===== config.mk =====
export PLATFORM = sky130hd
export DESIGN_NAME = t1rfc_top
export DESIGN_NICKNAME = d
export VERILOG_FILES = /design/src/verilog/t1rfc_pkg.sv /design/src/verilog/t1rfc_top.sv /design/src/verilog/t1rfc_edge.sv
export VERILOG_INCLUDE_DIRS = /design/src /design/src/verilog
export SDC_FILE = /design/constraint.sdc
export NUM_CORES = 1
export LEC_CHECK = 0
export ABC_CLOCK_PERIOD_IN_PS = 1600
export BUFFER_PORTS_ARGS = -buffer_cell sky130_fd_sc_hd__buf_2
export CAP_MARGIN = 20
export CORE_MARGIN = 2
export CORE_UTILIZATION = 42
export DETAILED_ROUTE_END_ITERATION = 8
export HOLD_SLACK_MARGIN = 0.03
export PLACE_DENSITY = 0.74
export REMOVE_ABC_BUFFERS = 1
export SLEW_MARGIN = 20
export SYNTH_ARGS = -nofsm -noshare
export SYNTH_HDL_FRONTEND = slang
export SYNTH_SLANG_ARGS = --single-unit

===== constraint.sdc =====
create_clock -name clk_i -period 1.6 [get_ports clk_i]
set_input_delay 0.16 -clock clk_i [delete_from_list [all_inputs] [get_ports clk_i]]
set_output_delay 0.16 -clock clk_i [all_outputs]
set_load 0.02 [all_outputs]

===== src/verilog/t1rfc_map.svh =====
`ifndef T1RFC_MAP_SVH
`define T1RFC_MAP_SVH
// register offsets
`define T1RFC_ADDR_IDENT   8'h0f
`define T1RFC_ADDR_RCTL1   8'h2b
`define T1RFC_ADDR_RCTL2   8'h2c
// receive control one bit positions
`define T1RFC_R1_FRAME_ONLY 6
`define T1RFC_R1_LOSS_A    5
`define T1RFC_R1_LOSS_B    4
`define T1RFC_R1_COUPLE    3
`define T1RFC_R1_DISABLE   1
`define T1RFC_R1_RESYNC    0
// receive control two bit positions
`define T1RFC_R2_CODE      7
`define T1RFC_R2_DWIDE     5
`define T1RFC_R2_RATE      4
`define T1RFC_R2_DIR       3
// constants
`define T1RFC_IDLE_CODE    8'h7f
`define T1RFC_ALT_CODE     8'hff
`define T1RFC_ZERO_BYTE    8'h00
// identity layout: padding bits and revision field
`define T1RFC_ID_PAD       3'h0
`define T1RFC_ID_PAD_MSB   6
`define T1RFC_ID_PAD_LSB   4
`define T1RFC_ID_REV_MSB   3
`endif


===== src/verilog/t1rfc_pkg.sv =====
`default_nettype none
package t1rfc_pkg;
    // host parallel port request
    typedef struct packed {
        logic       cs;
        logic       wr;
        logic       rd;
        logic [7:0] addr;
        logic [7:0] wdata;
    } t1rfc_bus_t;
    // settings handed to the receive synchronizer and sync pin logic
    typedef struct packed {
        logic       resync_on_frame_loss_only;
        logic       loss_two_of_five;
        logic       sync_search_coupling;
        logic       auto_resync_allowed;
        logic [7:0] substitute_code;
        logic       rx_sync_double_width;
        logic       rx_sync_multiframe;
        logic       rx_sync_is_input;
    } t1rfc_cfg_t;
    typedef enum logic [1:0] {
        T1RFC_SYNC_IDLE    = 2'b00,
        T1RFC_SYNC_MANUAL  = 2'b01,
        T1RFC_SYNC_AUTO    = 2'b10
    } t1rfc_sync_t;
endpackage
`default_nettype wire


===== src/verilog/t1rfc_top.sv =====
`include "t1rfc_map.svh"
`timescale 1ns/1ps
`default_nettype none
module t1rfc_top
    import t1rfc_pkg::*;
#(
    parameter logic       LINE_STD = 1'b0,   // arbitrary value
    parameter logic [3:0] REVISION = 4'h0    // arbitrary value
) (
    // clock and reset
    input  wire logic                   clk_i,
    input  wire logic                   rst_i,
    // host parallel port
    input  wire t1rfc_pkg::t1rfc_bus_t  bus_i,
    output var  logic [7:0]             rdata_o,
    // receive synchronizer status
    input  wire logic                   frame_loss_i,
    input  wire logic                   carrier_loss_i,
    input  wire logic                   rx_elastic_store_enable_i,
    // receive synchronizer control
    output var  t1rfc_pkg::t1rfc_cfg_t  cfg_o,
    output var  logic                   resync_o,
    output var  t1rfc_pkg::t1rfc_sync_t resync_cause_o
);
    import t1rfc_pkg::*;

    // ----------------------------------------
    // register file
    // ----------------------------------------
    logic [7:0]  rctl1_reg;
    logic [7:0]  rctl1_next;
    logic [7:0]  rctl2_reg;
    logic [7:0]  rctl2_next;
    logic [7:0]  rdata_reg;
    logic [7:0]  rdata_next;
    logic [7:0]  ident;

    // identity value, fixed bits 6..4 zero
    assign ident = {LINE_STD, `T1RFC_ID_PAD, REVISION};

    // host writes; identity has no write path, no reset clear of control
    always_comb begin
        rctl1_next = rctl1_reg;
        rctl2_next = rctl2_reg;
        if (bus_i.cs && bus_i.wr) begin
            if (bus_i.addr == `T1RFC_ADDR_RCTL1) begin
                rctl1_next = bus_i.wdata;
            end
            if (bus_i.addr == `T1RFC_ADDR_RCTL2) begin
                rctl2_next = bus_i.wdata;
            end
        end
    end

    // read mux, unmapped reads zero
    always_comb begin
        rdata_next = `T1RFC_ZERO_BYTE;
        if (bus_i.cs && bus_i.rd) begin
            unique case (bus_i.addr)
                `T1RFC_ADDR_IDENT: rdata_next = ident;
                `T1RFC_ADDR_RCTL1: rdata_next = rctl1_reg;
                `T1RFC_ADDR_RCTL2: rdata_next = rctl2_reg;
                default:           rdata_next = `T1RFC_ZERO_BYTE;
            endcase
        end
    end

    // control registers keep contents across reset, as the die does
    always_ff @(posedge clk_i) begin
        rctl1_reg <= rctl1_next;
        rctl2_reg <= rctl2_next;
    end

    // ----------------------------------------
    // decoded configuration
    // ----------------------------------------
    t1rfc_cfg_t cfg_next;
    t1rfc_cfg_t cfg_reg;

    // settings decoded from the control registers
    always_comb begin
        cfg_next.resync_on_frame_loss_only = rctl1_reg[`T1RFC_R1_FRAME_ONLY];
        // select b cleared: criterion from select a
        cfg_next.loss_two_of_five     = rctl1_reg[`T1RFC_R1_LOSS_B] ?
                                        1'b0 : rctl1_reg[`T1RFC_R1_LOSS_A];
        cfg_next.sync_search_coupling = rctl1_reg[`T1RFC_R1_COUPLE];
        cfg_next.auto_resync_allowed  = ~rctl1_reg[`T1RFC_R1_DISABLE];
        cfg_next.substitute_code      = rctl2_reg[`T1RFC_R2_CODE] ?
                                        `T1RFC_ALT_CODE : `T1RFC_IDLE_CODE;
        cfg_next.rx_sync_is_input     = rctl2_reg[`T1RFC_R2_DIR] &
                                        rx_elastic_store_enable_i;
        // rate ignored while the pin is an input
        cfg_next.rx_sync_multiframe   = rctl2_reg[`T1RFC_R2_RATE] &
                                        ~cfg_next.rx_sync_is_input;
        // widening only for frame-rate output pulses
        cfg_next.rx_sync_double_width = rctl2_reg[`T1RFC_R2_DWIDE] &
                                        ~rctl2_reg[`T1RFC_R2_RATE] &
                                        ~rctl2_reg[`T1RFC_R2_DIR];
    end

    // ----------------------------------------
    // resync request generation
    // ----------------------------------------
    logic        manual_rise;
    logic        auto_trig;
    logic        resync_next;
    logic        resync_reg;
    t1rfc_sync_t cause_next;
    t1rfc_sync_t cause_reg;

    // 0->1 of the resync bit
    t1rfc_edge u_edge (
        .clk_i   (clk_i),
        .rst_i   (rst_i),
        .level_i (rctl1_reg[`T1RFC_R1_RESYNC]),
        .rise_o  (manual_rise)
    );

    // automatic trigger by criteria, gated by enable
    assign auto_trig = cfg_reg.auto_resync_allowed &
                       (frame_loss_i |
                        (~cfg_reg.resync_on_frame_loss_only & carrier_loss_i));

    // request and cause, manual wins over automatic
    always_comb begin
        resync_next = manual_rise | auto_trig;
        cause_next  = T1RFC_SYNC_IDLE;
        if (manual_rise) begin
            cause_next = T1RFC_SYNC_MANUAL;
        end else if (auto_trig) begin
            cause_next = T1RFC_SYNC_AUTO;
        end
    end

    // settings, request and read data registers, cleared by reset
    always_ff @(posedge clk_i) begin
        if (rst_i) begin
            cfg_reg    <= '0;
            resync_reg <= 1'b0;
            cause_reg  <= T1RFC_SYNC_IDLE;
            rdata_reg  <= `T1RFC_ZERO_BYTE;
        end else begin
            cfg_reg    <= cfg_next;
            resync_reg <= resync_next;
            cause_reg  <= cause_next;
            rdata_reg  <= rdata_next;
        end
    end

    assign rdata_o        = rdata_reg;
    assign cfg_o          = cfg_reg;
    assign resync_o       = resync_reg;
    assign resync_cause_o = cause_reg;

    // ----------------------------------------
    // assertions
    // ----------------------------------------
    // identity reads: variant flag, zero padding, revision
    a_ident_read: assert property (@(posedge clk_i) disable iff (rst_i)
        (bus_i.cs && bus_i.rd && bus_i.addr == `T1RFC_ADDR_IDENT) |=>
        rdata_o == {LINE_STD, `T1RFC_ID_PAD, REVISION})
        else $error("identity read wrong");
    a_rev_bits: assert property (@(posedge clk_i) disable iff (rst_i)
        (bus_i.cs && bus_i.rd && bus_i.addr == `T1RFC_ADDR_IDENT) |=>
        rdata_o[`T1RFC_ID_REV_MSB:0] == REVISION)
        else $error("revision bits wrong");
    a_ident_zeros: assert property (@(posedge clk_i) disable iff (rst_i)
        (bus_i.cs && bus_i.rd && bus_i.addr == `T1RFC_ADDR_IDENT) |=>
        rdata_o[`T1RFC_ID_PAD_MSB:`T1RFC_ID_PAD_LSB] == `T1RFC_ID_PAD)
        else $error("identity reserved bits set");
    // automatic resync criteria and suppression
    a_carrier_only: assert property (@(posedge clk_i) disable iff (rst_i)
        (cfg_reg.resync_on_frame_loss_only && cfg_reg.auto_resync_allowed && carrier_loss_i
         && !frame_loss_i && !manual_rise) |=> !resync_o)
        else $error("carrier loss resynced in frame-only mode");
    a_auto_block: assert property (@(posedge clk_i) disable iff (rst_i)
        (!cfg_reg.auto_resync_allowed && !manual_rise) |=> !resync_o)
        else $error("auto resync while disabled");
    // decoded settings follow the control registers one edge later
    a_loss_sel: assert property (@(posedge clk_i) disable iff (rst_i)
        !rctl1_reg[`T1RFC_R1_LOSS_B] |=>
        cfg_o.loss_two_of_five == $past(rctl1_reg[`T1RFC_R1_LOSS_A]))
        else $error("loss criterion not following select a");
    a_coupling_on: assert property (@(posedge clk_i) disable iff (rst_i)
        rctl1_reg[`T1RFC_R1_COUPLE] |=> cfg_o.sync_search_coupling)
        else $error("cross-coupled search not selected");
    a_coupling_off: assert property (@(posedge clk_i) disable iff (rst_i)
        !rctl1_reg[`T1RFC_R1_COUPLE] |=> !cfg_o.sync_search_coupling)
        else $error("sequential search not selected");
    a_idle_code: assert property (@(posedge clk_i) disable iff (rst_i)
        !rctl2_reg[`T1RFC_R2_CODE] |=> cfg_o.substitute_code == `T1RFC_IDLE_CODE)
        else $error("idle code wrong");
    a_rate_input: assert property (@(posedge clk_i) disable iff (rst_i)
        cfg_o.rx_sync_is_input |-> !cfg_o.rx_sync_multiframe && !cfg_o.rx_sync_double_width)
        else $error("rate active with input pin");
    a_dir_store: assert property (@(posedge clk_i) disable iff (rst_i)
        !rx_elastic_store_enable_i |=> !cfg_o.rx_sync_is_input)
        else $error("input direction without elastic store");
    // manual resync: one pulse two edges after the rise
    a_manual_edge: assert property (@(posedge clk_i) disable iff (rst_i)
        ($rose(rctl1_reg[`T1RFC_R1_RESYNC]) && !$past(rst_i)) |=>
        ##1 resync_o && resync_cause_o == T1RFC_SYNC_MANUAL)
        else $error("manual resync missed");
    a_manual_single: assert property (@(posedge clk_i) disable iff (rst_i)
        (resync_o && resync_cause_o == T1RFC_SYNC_MANUAL) |=> resync_cause_o != T1RFC_SYNC_MANUAL)
        else $error("manual resync longer than one cycle");
    // main scenarios
    c_manual: cover property (@(posedge clk_i) disable iff (rst_i)
        resync_o && resync_cause_o == T1RFC_SYNC_MANUAL);
    c_auto: cover property (@(posedge clk_i) disable iff (rst_i)
        resync_o && resync_cause_o == T1RFC_SYNC_AUTO);
    c_input: cover property (@(posedge clk_i) disable iff (rst_i) cfg_o.rx_sync_is_input);
    c_wide: cover property (@(posedge clk_i) disable iff (rst_i) cfg_o.rx_sync_double_width);
    c_loss_five: cover property (@(posedge clk_i) disable iff (rst_i) cfg_o.loss_two_of_five);
endmodule
`default_nettype wire


===== src/verilog/t1rfc_edge.sv =====
`timescale 1ns/1ps
`default_nettype none
// rising edge detector, one-cycle pulse on 0->1 of the level
module t1rfc_edge (
    // clock and reset
    input  wire logic clk_i,
    input  wire logic rst_i,
    // level in, pulse out
    input  wire logic level_i,
    output var  logic rise_o
);
    logic last_reg;
    logic last_next;
    logic rise_reg;
    logic rise_next;

    // next state
    always_comb begin
        last_next = level_i;
        rise_next = level_i & ~last_reg;
    end

    // registers
    always_ff @(posedge clk_i) begin
        if (rst_i) begin
            // follow the level through reset, a bit held high gives no false rise
            last_reg <= last_next;
            rise_reg <= 1'b0;
        end else begin
            last_reg <= last_next;
            rise_reg <= rise_next;
        end
    end

    assign rise_o = rise_reg;
endmodule
`default_nettype wire


==> results of run 1 <==
[cell usage after synthesis (all sizes together)]
| library cell | instances |
|---|---|
| nand3 | 1 |
| nor2 | 11 |
| and3b | 1 |
| edfxtp | 16 |
| inv | 2 |
| nor2b | 5 |
| nor3b | 3 |
| nand2 | 2 |
| nand4 | 1 |
| a21oi | 1 |
| dfxtp | 22 |
| nor4b | 2 |
| nor3 | 2 |
| a22oi | 8 |
| clkbuf | 1 |
| buf | 7 |
| and2 | 1 |
| and3 | 1 |
| o21ai | 1 |
[power groups by stage]
stage	clock network, uW	registers [uW]	logic, uW
final	783	1020	117
after global routing	831	1020	126
after CTS	797	1020	118
after detailed placement	0	1040	103
after global placement	0	1040	99.9
after floorplan	0	1060	22.3
[logic make-up (layout without fill, tap and decap cells)]
group,Yosys count,count (layout)
buffers and inverters,10,70
and+or+nand+nor,30,30
DFF,38,38
AOI/OAI and AO/OA,10,10
[area by class of cell]
class	count	area, sq um
Timing Repair Buffer	60	347.8
Clock buffer	5	37.54
Inverter	2	7.507
Sequential cell	38	920.9
Tap cell	31	38.79
Multi-Input combinational cell	40	267.8
Clock inverter	3	63.81
Fill cell	241	1097
[per-stage QoR]
stage | hold WS, ps | setup WS, ps | utilization | TNS, ps | area (sq um)
after global routing | 85.62 | 409.6 | 0.6055 | 0 | 1684
after floorplan | 226.7 | -13.67 | - | -109.3 | 1196
after detailed placement | 354.3 | 164.0 | 0.5403 | 0 | 1503
after global placement | 350.1 | 214.7 | 0.5403 | 0 | 1503
after CTS | 63.23 | 457.5 | 0.6055 | 0 | 1684
final | 81.26 | 475.6 | 0.6055 | 0 | 1684
[path summary, 6_finish.rpt]
path / start / slack (ps) / to
worst max-delay path: cfg_o[9]$_SDFF_PP0_ / 480 / cfg_o[6]
worst min-delay path: rx_elastic_store_enable_i / 80 / cfg_o[0]$_SDFF_PP0_
worst max register to register: rctl2_reg[4]$_DFFE_PP_ / 720 / cfg_o[2]$_SDFF_PP0_
worst min register to register: u_edge.last_reg$_DFF_P_ / 400 / u_edge.rise_o$_SDFF_PP0_
[tightest hold or removal path, cell delays in order]
cell and delay (ps):
buf_2 80, nand2_1 60, nor2_1 80
[metal layers]
metal,vias up,share of wire,GRT usage
met5,-,0,0
li1,424,-,-
met2,30,0.55,0.2408
met1,401,0.38,0.1501
met3,2,0.071,0.05934
met4,0,0.0069,0.05980
==> out/metrics.cfg, run 1 <==
[power]
p_leak_uw = 0.0007213
power_switching_uw = 366.1
powerDensity_mw_per_mm2 = 1140
pwr-share-seq = 0.531
combPwrFrac = 0.061
power_frac_clock = 0.408
total_power_uw = 1920
peakVddDrop_mv = 0.9578
internal-power_uw = 1554
p_sw_frac = 0.1907

[logic_synthesis]
ys_seq_area_frac = 0.7367
synth_compound_gate_area_share = 0.05606
netlist_area_sq_mm = 0.001250
synth_top_family_by_area = simple AND/OR/NAND/NOR gates
synth-seq-cells = 38
synth_top_area_frac = 0.3844
synth_area_per_cell_sq_um = 14.20
netlist_top_cells_area = edfxtp_1 (38%), dfxtp_1 (35%), a22oi_1 (4.8%)
synth_simple_gate_area_frac = 0.1582
ys_types = 22
synth.area.mux_share = 0
synthAdderAreaFrac = 0
synthXorXnorAreaFrac = 0
post-synth-top-area-cell = edfxtp_1
synth_cells = 88
yosys_warnings = 0

[floorplanning]
core_area_sq_mm = 0.002781
io_pins = 50
dieArea_sq_mm = 0.003429
fp-row-count = 19
die_x_um = 58.56
start_util = 0.4494
die_h_um = 58.56

[final_layout]
insertedDiodeCount = 0
layout_commonest_cell = buf_2
drive_gt1_frac = 0.4189
largest_reg_flops = 9
finalNonFillerCells = 179
final_cell_mix = buf_2 (49), dfxtp_1 (22), edfxtp_1 (16), nor2_1 (11)
area_growth_pct = 34.74
nets = 171

[global_routing]
antenna_found_initial = 0
grtUsageTotal = 0.1400
grt_overflow = 0
first_global_vias = 800
grt_max_degree = 13
grt_pass1_wl_mm = 3.436

[sta]
setup_viol = 0
maxSlewHeadroom = 0.7789
fmax_mhz = 889.4
tightest_slew_ps = 331.7
period_needed_ps = 1124
finalHoldViolCount = 0
period_share = 0.7027
fin_skew_ps = 14.36
slew_violations = 0
rsz0062_at_grt = false

[clock_network]
cts_sinks = 38
path_clk_slew_ps = 120
worstSkewPairLatency_ps = 340
cts_root_buffer = clkbuf_4
cts_hold_buf = 8
tritoncts = done
ctsLongestPathBuffers = 2
cts-htree-levels = 2
numCtsBuffers = 5
cts_setup_buffers = 0
ctsResizeCount = 0

[route]
drt_iter0_markers = 26
vias = 857
wl_per_cell_um = 12.98
vias_per_cell = 4.788
first_pass_iters = 4
ant_nets = 0
drc = 0
routed_wl_mm = 2.323

[worst_setup_path]
crit_required_ps = 1440
crit_family = flip-flops
crit_type = flip-flop to output port
crit_path_start_kind = flip-flop
cp_num_cells = 1
crit_buf_inv = 1
path_max_fanout = 7
worst_path_largest_cell_delay_ps = 420
crit_path_cell_trace = buf_2
crit_path_top_delay_cell = dfxtp_1
cp_data_arrival_time_ps = 960
reg2reg_depth = 1
worstSetupEndpointType = output port

[run]
drv_cap = 0

[placement]
hpwl_mm = 1.749
place_inst = 163
place.port_buffers = 49
place.gp.congestion = 0.7620

[hold_path]
hold_depth = 3
min_path_type = input port to flip-flop

[outcome]
status = finished, final reports clean

(Power assumes the default switching activity.)
==> inputs of run 2 (changes only) <==
--- a/config.mk
+++ b/config.mk
@@ -6,7 +6,7 @@
 export SDC_FILE = /design/constraint.sdc
 export NUM_CORES = 1
 export LEC_CHECK = 0
-export ABC_CLOCK_PERIOD_IN_PS = 1600
+export ABC_CLOCK_PERIOD_IN_PS = 1000
 export BUFFER_PORTS_ARGS = -buffer_cell sky130_fd_sc_hd__buf_2
 export CAP_MARGIN = 20
 export CORE_MARGIN = 2
==> constraint.sdc (replaced) <==
create_clock -name clk_i -period 1 [get_ports clk_i]
set_input_delay 0.1 -clock clk_i [delete_from_list [all_inputs] [get_ports clk_i]]
set_output_delay 0.1 -clock clk_i [all_outputs]
set_load 0.02 [all_outputs]
==> run 2 against run 1 <==
  * Non-clock buffer count up 3
  * Setup slack got worse by 460 ps
  * First-iteration DRC count down 23%
  * Critical path type unchanged
  * Largest cell class unchanged
  * Largest power group unchanged
==> out/metrics.cfg, run 2 (synthesis gave the netlist of run 1 again) <==
[route]
ant_nets = 0
routed_wl_mm = 2.379
drc = 0
first_pass_iters = 3
vias = 870
vias_per_cell = 4.780
wl_per_cell_um = 13.07
drt_iter0_markers = 20

[worst_setup_path]
crit_buf_inv = 1
crit_required_ps = 900
cp_data_arrival_time_ps = 880
worst_path_largest_cell_delay_ps = 380
path_max_fanout = 7
reg2reg_from = rctl2_reg[3]$_DFFE_PP_
crit_type = flip-flop to output port
crit_path_start_kind = flip-flop
crit_path_start = cfg_o[9]$_SDFF_PP0_
worstSetupEndpointType = output port
crit_path_top_delay_cell = dfxtp_4
crit_family = flip-flops
crit_path_cell_trace = buf_4

[clock_network]
worstSkewPairLatency_ps = 350
cts-htree-levels = 2
tritoncts = done
numCtsBuffers = 5
cts_root_buffer = clkbuf_4
path_clk_slew_ps = 110
cts_sinks = 38
ctsLongestPathBuffers = 2

[sta]
finalHoldViolCount = 0
period_needed_ps = 981.7
fin_skew_ps = 2.874
rsz0062_at_grt = true
setup_ws_ps = 18.30
period_share = 0.9817
slew_violations = 0
maxSlewHeadroom = 0.7872
tightest_slew_ps = 319.2
setup_viol = 0
fmax_mhz = 1019

[global_routing]
grtUsageTotal = 0.1533
antenna_found_initial = 0
grt_pass1_wl_mm = 3.636
grt_overflow = 0
grt_max_degree = 14
first_global_vias = 798

[run]
drv_cap = 0

[final_layout]
insertedDiodeCount = 0
nets = 174
utilization = 0.6289
layout_commonest_cell = buf_2
final_cell_mix = buf_2 (37), dfxtp_1 (20), buf_4 (17), edfxtp_1 (16), nor2_1 (11)
drive_gt1_frac = 0.4437
largest_reg_flops = 9
design_area_sq_mm = 0.001749
area_growth_pct = 39.94

[placement]
post-place-ws_ps = -291.4
place.gp.congestion = 0.7610
place.port_buffers = 49
hpwl_mm = 1.666
dpl_cell_area_sq_mm = 0.001518

[floorplanning]
start_util = 0.4494
fp-row-count = 19
io_pins = 50
core_area_sq_mm = 0.002781
die_x_um = 58.56
die_h_um = 58.56
dieArea_sq_mm = 0.003429

[outcome]
status = finished, final reports clean

[power]
pwr-share-seq = 0.520
p_sw_frac = 0.1995
power_frac_clock = 0.414
combPwrFrac = 0.066
powerDensity_mw_per_mm2 = 1795
internal-power_uw = 2513
p_leak_uw = 0.0007458
peakVddDrop_mv = 1.678
power_switching_uw = 626.2

[hold_path]
min_path_type = input port to flip-flop
min_from = rst_i

run 2: per-layer routing:
layer,wire length (um),part of all wire,GRT usage
met5,0,0,0
met4,42,0.018,0.08970
met3,163,0.069,0.06813
met2,1318,0.55,0.2472
met1,854,0.36,0.1664
run 2: power by group through the flow:
stage / sequential [uW] / combinational, uW / clock, uW
2_1_floorplan: 1700 / 35.7 / 0
3_3_place_gp: 1670 / 164 / 0
3_5_place_dp: 1670 / 170 / 0
4_1_cts: 1630 / 197 / 1330
5_1_grt: 1630 / 221 / 1410
6_report: 1630 / 206 / 1300
run 2: worst paths after layout:
| kind | end | slack, ps | cells after the start |
|---|---|---|---|
| setup / recovery | cfg_o[5] | 20 | 1 |
| hold / removal | resync_cause_o[0]$_SDFF_PP0_ | 60 | 2 |
| setup reg to reg | cfg_o[2]$_SDFF_PP0_ | 100 | 1 |
| hold reg to reg | u_edge.rise_o$_SDFF_PP0_ | 400 | 1 |
run 2: metrics by stage:
stage / TNS, ps / hold slack (ps) / std cells / power (uW)
2_1_floorplan: -9105 / 166.7 / 80 / 1737
3_3_place_gp: -3844 / 290.4 / 165 / 1831
3_5_place_dp: -4508 / 294.4 / 165 / 1837
4_1_cts: -94.76 / 43.29 / 182 / 3158
5_1_grt: -219.9 / 45.97 / 182 / 3269
6_report: 0 / 61.20 / 182 / 3140
run 2: repair_timing:
action	4_1_cts	5_1_grt
buffers inserted	0	0
resized for setup	1	14
endpoints found under the setup margin	7	12
hold buffers	9	0
endpoints found under the hold margin	17	0
pin swaps	0	0
run 2: final cells by class:
cell class	count	area [sq um]
tap	31	38.79
inverter	2	7.507
multi-input combinational	40	267.8
clock buffer	5	37.54
timing repair buffer	63	402.9
fill	228	1032
clock inverter	3	68.82
sequential	38	925.9
==> inputs of run 3 (changes only) <==
==> constraint.sdc (replaced) <==
create_clock -name clk_i -period 1 [get_ports clk_i]
set_input_delay 0.15 -clock clk_i [delete_from_list [all_inputs] [get_ports clk_i]]
set_output_delay 0.15 -clock clk_i [all_outputs]
set_load 0.02 [all_outputs]
==> run 3 against run 2 <==
  * The flow now finishes with violations (negative setup slack)
  * Largest cell class unchanged
  * Via count increased by 0.34%
  * Final cell count increased by 0.55%
  * Non-clock buffer count increased by 1
  * Power increased by 2.2%
  * Flip-flop and latch count unchanged
  * Core utilization increased by 4.2 points
  * Clock-buffer cell count increased by 1
  * Clock power increased by 4%
  * Critical path depth unchanged
  * Maximum frequency decreased by 3.7%
  * Setup slack got worse by 38 ps
==> out/metrics.cfg, run 3 (synthesis gave the netlist of run 1 again) <==
[route]
drt_iter0_markers = 19
first_pass_iters = 4
routed_wl_mm = 2.588
vias = 873
ant_nets = 0
wl_per_cell_um = 14.14
drc = 0
vias_per_cell = 4.770

[worst_setup_path]
r2r_slack_ps = 140
reg2reg_to = resync_o$_SDFF_PP0_
reg2reg_from = cfg_o[14]$_SDFF_PP0_
crit_path_top_delay_cell = dfxtp_4
crit_type = flip-flop to output port
crit_buf_inv = 1
cp_data_arrival_time_ps = 870
crit_path_start_kind = flip-flop
worstSetupEndpointType = output port
crit_required_ps = 850
reg2reg_depth = 3
crit_family = flip-flops
path_max_fanout = 7
worst_path_largest_cell_delay_ps = 380
crit_path_cell_trace = buf_4

[floorplanning]
fp-row-count = 19
die_h_um = 58.56
start_util = 0.4494
dieArea_sq_mm = 0.003429
io_pins = 50
die_x_um = 58.56
core_area_sq_mm = 0.002781

[clock_network]
ctsLongestPathBuffers = 2
tritoncts = done
cts_setup_buffers = 0
worstSkewPairLatency_ps = 350
cts_root_buffer = clkbuf_4
cts-htree-levels = 2
cts_sinks = 38
numCtsBuffers = 5
path_clk_slew_ps = 100

[sta]
period_needed_ps = 1019
setup_viol = 7
fmax_mhz = 981.1
setup_ws_ps = -19.22
fin_skew_ps = 10.13
rsz0062_at_grt = true
slew_violations = 0
period_share = 1.019
finalHoldViolCount = 0
tightest_slew_ps = 319.0
setup_total_negative_slack_ps = -130.3
maxSlewHeadroom = 0.7873

[hold_path]
hold_depth = 3
min_from = rx_elastic_store_enable_i
min_path_type = input port to flip-flop
whs_endpoint = cfg_o[0]$_SDFF_PP0_

[global_routing]
antenna_found_initial = 0
grtUsageTotal = 0.1639
grt_overflow = 0
first_global_vias = 888
grt_max_degree = 13
grt_pass1_wl_mm = 3.988

[final_layout]
area_growth_pct = 49.25
final_cell_mix = buf_2 (25), buf_4 (18), edfxtp_1 (16), dfxtp_1 (12), buf_6 (12)
layout_commonest_cell = buf_2
nets = 175
insertedDiodeCount = 0
largest_reg_flops = 9
drive_gt1_frac = 0.5263

[placement]
hpwl_mm = 1.751
place.gp.congestion = 0.7615
place.port_buffers = 49
post-place-ws_ps = -378.4

[outcome]
status = finished with violations
violations = negative setup slack

[run]
drv_cap = 0

[power]
powerDensity_mw_per_mm2 = 1720
p_leak_uw = 0.0007721
peakVddDrop_mv = 1.506

-- run 3: changes by cell type in the layout (fill, tap and decap cells not counted), moves of 8 or more --
cell | previous run | this run
dfxtp_2 | 1 | 9
buf_6 | 0 | 12
dfxtp_1 | 20 | 12
buf_2 | 37 | 25
-- run 3: repair_timing --
item	4_1_cts	5_1_grt
resized for setup	13	37
hold buffers	9	0
cloned	0	0
endpoints found under the hold margin	17	0
setup endpoints to repair	11	37
pin swaps	0	1
-- run 3: area by class of cell --
type                       instances  area (sq um)
fill                             212         915.9
tap                               31         38.79
clock buffer                       6         51.30
clock inverter                     2         60.06
inverter                           2         7.507
multi-input combinational         40         286.5
sequential                        38         935.9
timing repair buffer              64         485.5
-- run 3: metal layers --
metal	wire, um	up-vias	global-route usage	part of all wire
met5	0	-	0	0
met4	29	0	0.07973	0.011
met3	136	5	0.06593	0.053
met2	1446	25	0.2873	0.56
met1	975	413	0.1686	0.38
li1	-	430	-	-
-- run 3: per-stage QoR --
step / power (uW) / utilization / instance area (sq um) / hold WS, ps / std cells
4_1_cts: 3209 / 0.6334 / 1762 / 51.09 / 183
5_1_grt: 3320 / 0.6707 / 1866 / 68.81 / 183
6_report: 3208 / 0.6707 / 1866 / 66.82 / 183
3_3_place_gp: 1834 / 0.5484 / 1525 / 340.3 / 166
2_1_floorplan: 1737 / - / 1196 / 216.7 / 80
3_5_place_dp: 1842 / 0.5484 / 1525 / 343.5 / 166
-- run 3: worst max path at each step --
stage	startpoint	endpoint	slack [ps]	cells past startpoint
5_1_grt	cfg_o[9]$_SDFF_PP0_	cfg_o[5]	-70	1
3_3_place_gp	bus_i[12]	rctl1_reg[0]$_DFFE_PP_	-300	5
4_1_cts	cfg_o[9]$_SDFF_PP0_	cfg_o[3]	-30	1
3_5_place_dp	bus_i[12]	rctl1_reg[3]$_DFFE_PP_	-380	5
2_1_floorplan	bus_i[12]	rctl1_reg[0]$_DFFE_PP_	-600	3
6_report	cfg_o[9]$_SDFF_PP0_	cfg_o[8]	-20	1
-- run 3: where the power goes --
group / switching (uW) / internal, uW
Clock: 506 / 847
Sequential: 8.19 / 1630
Combinational: 103 / 118
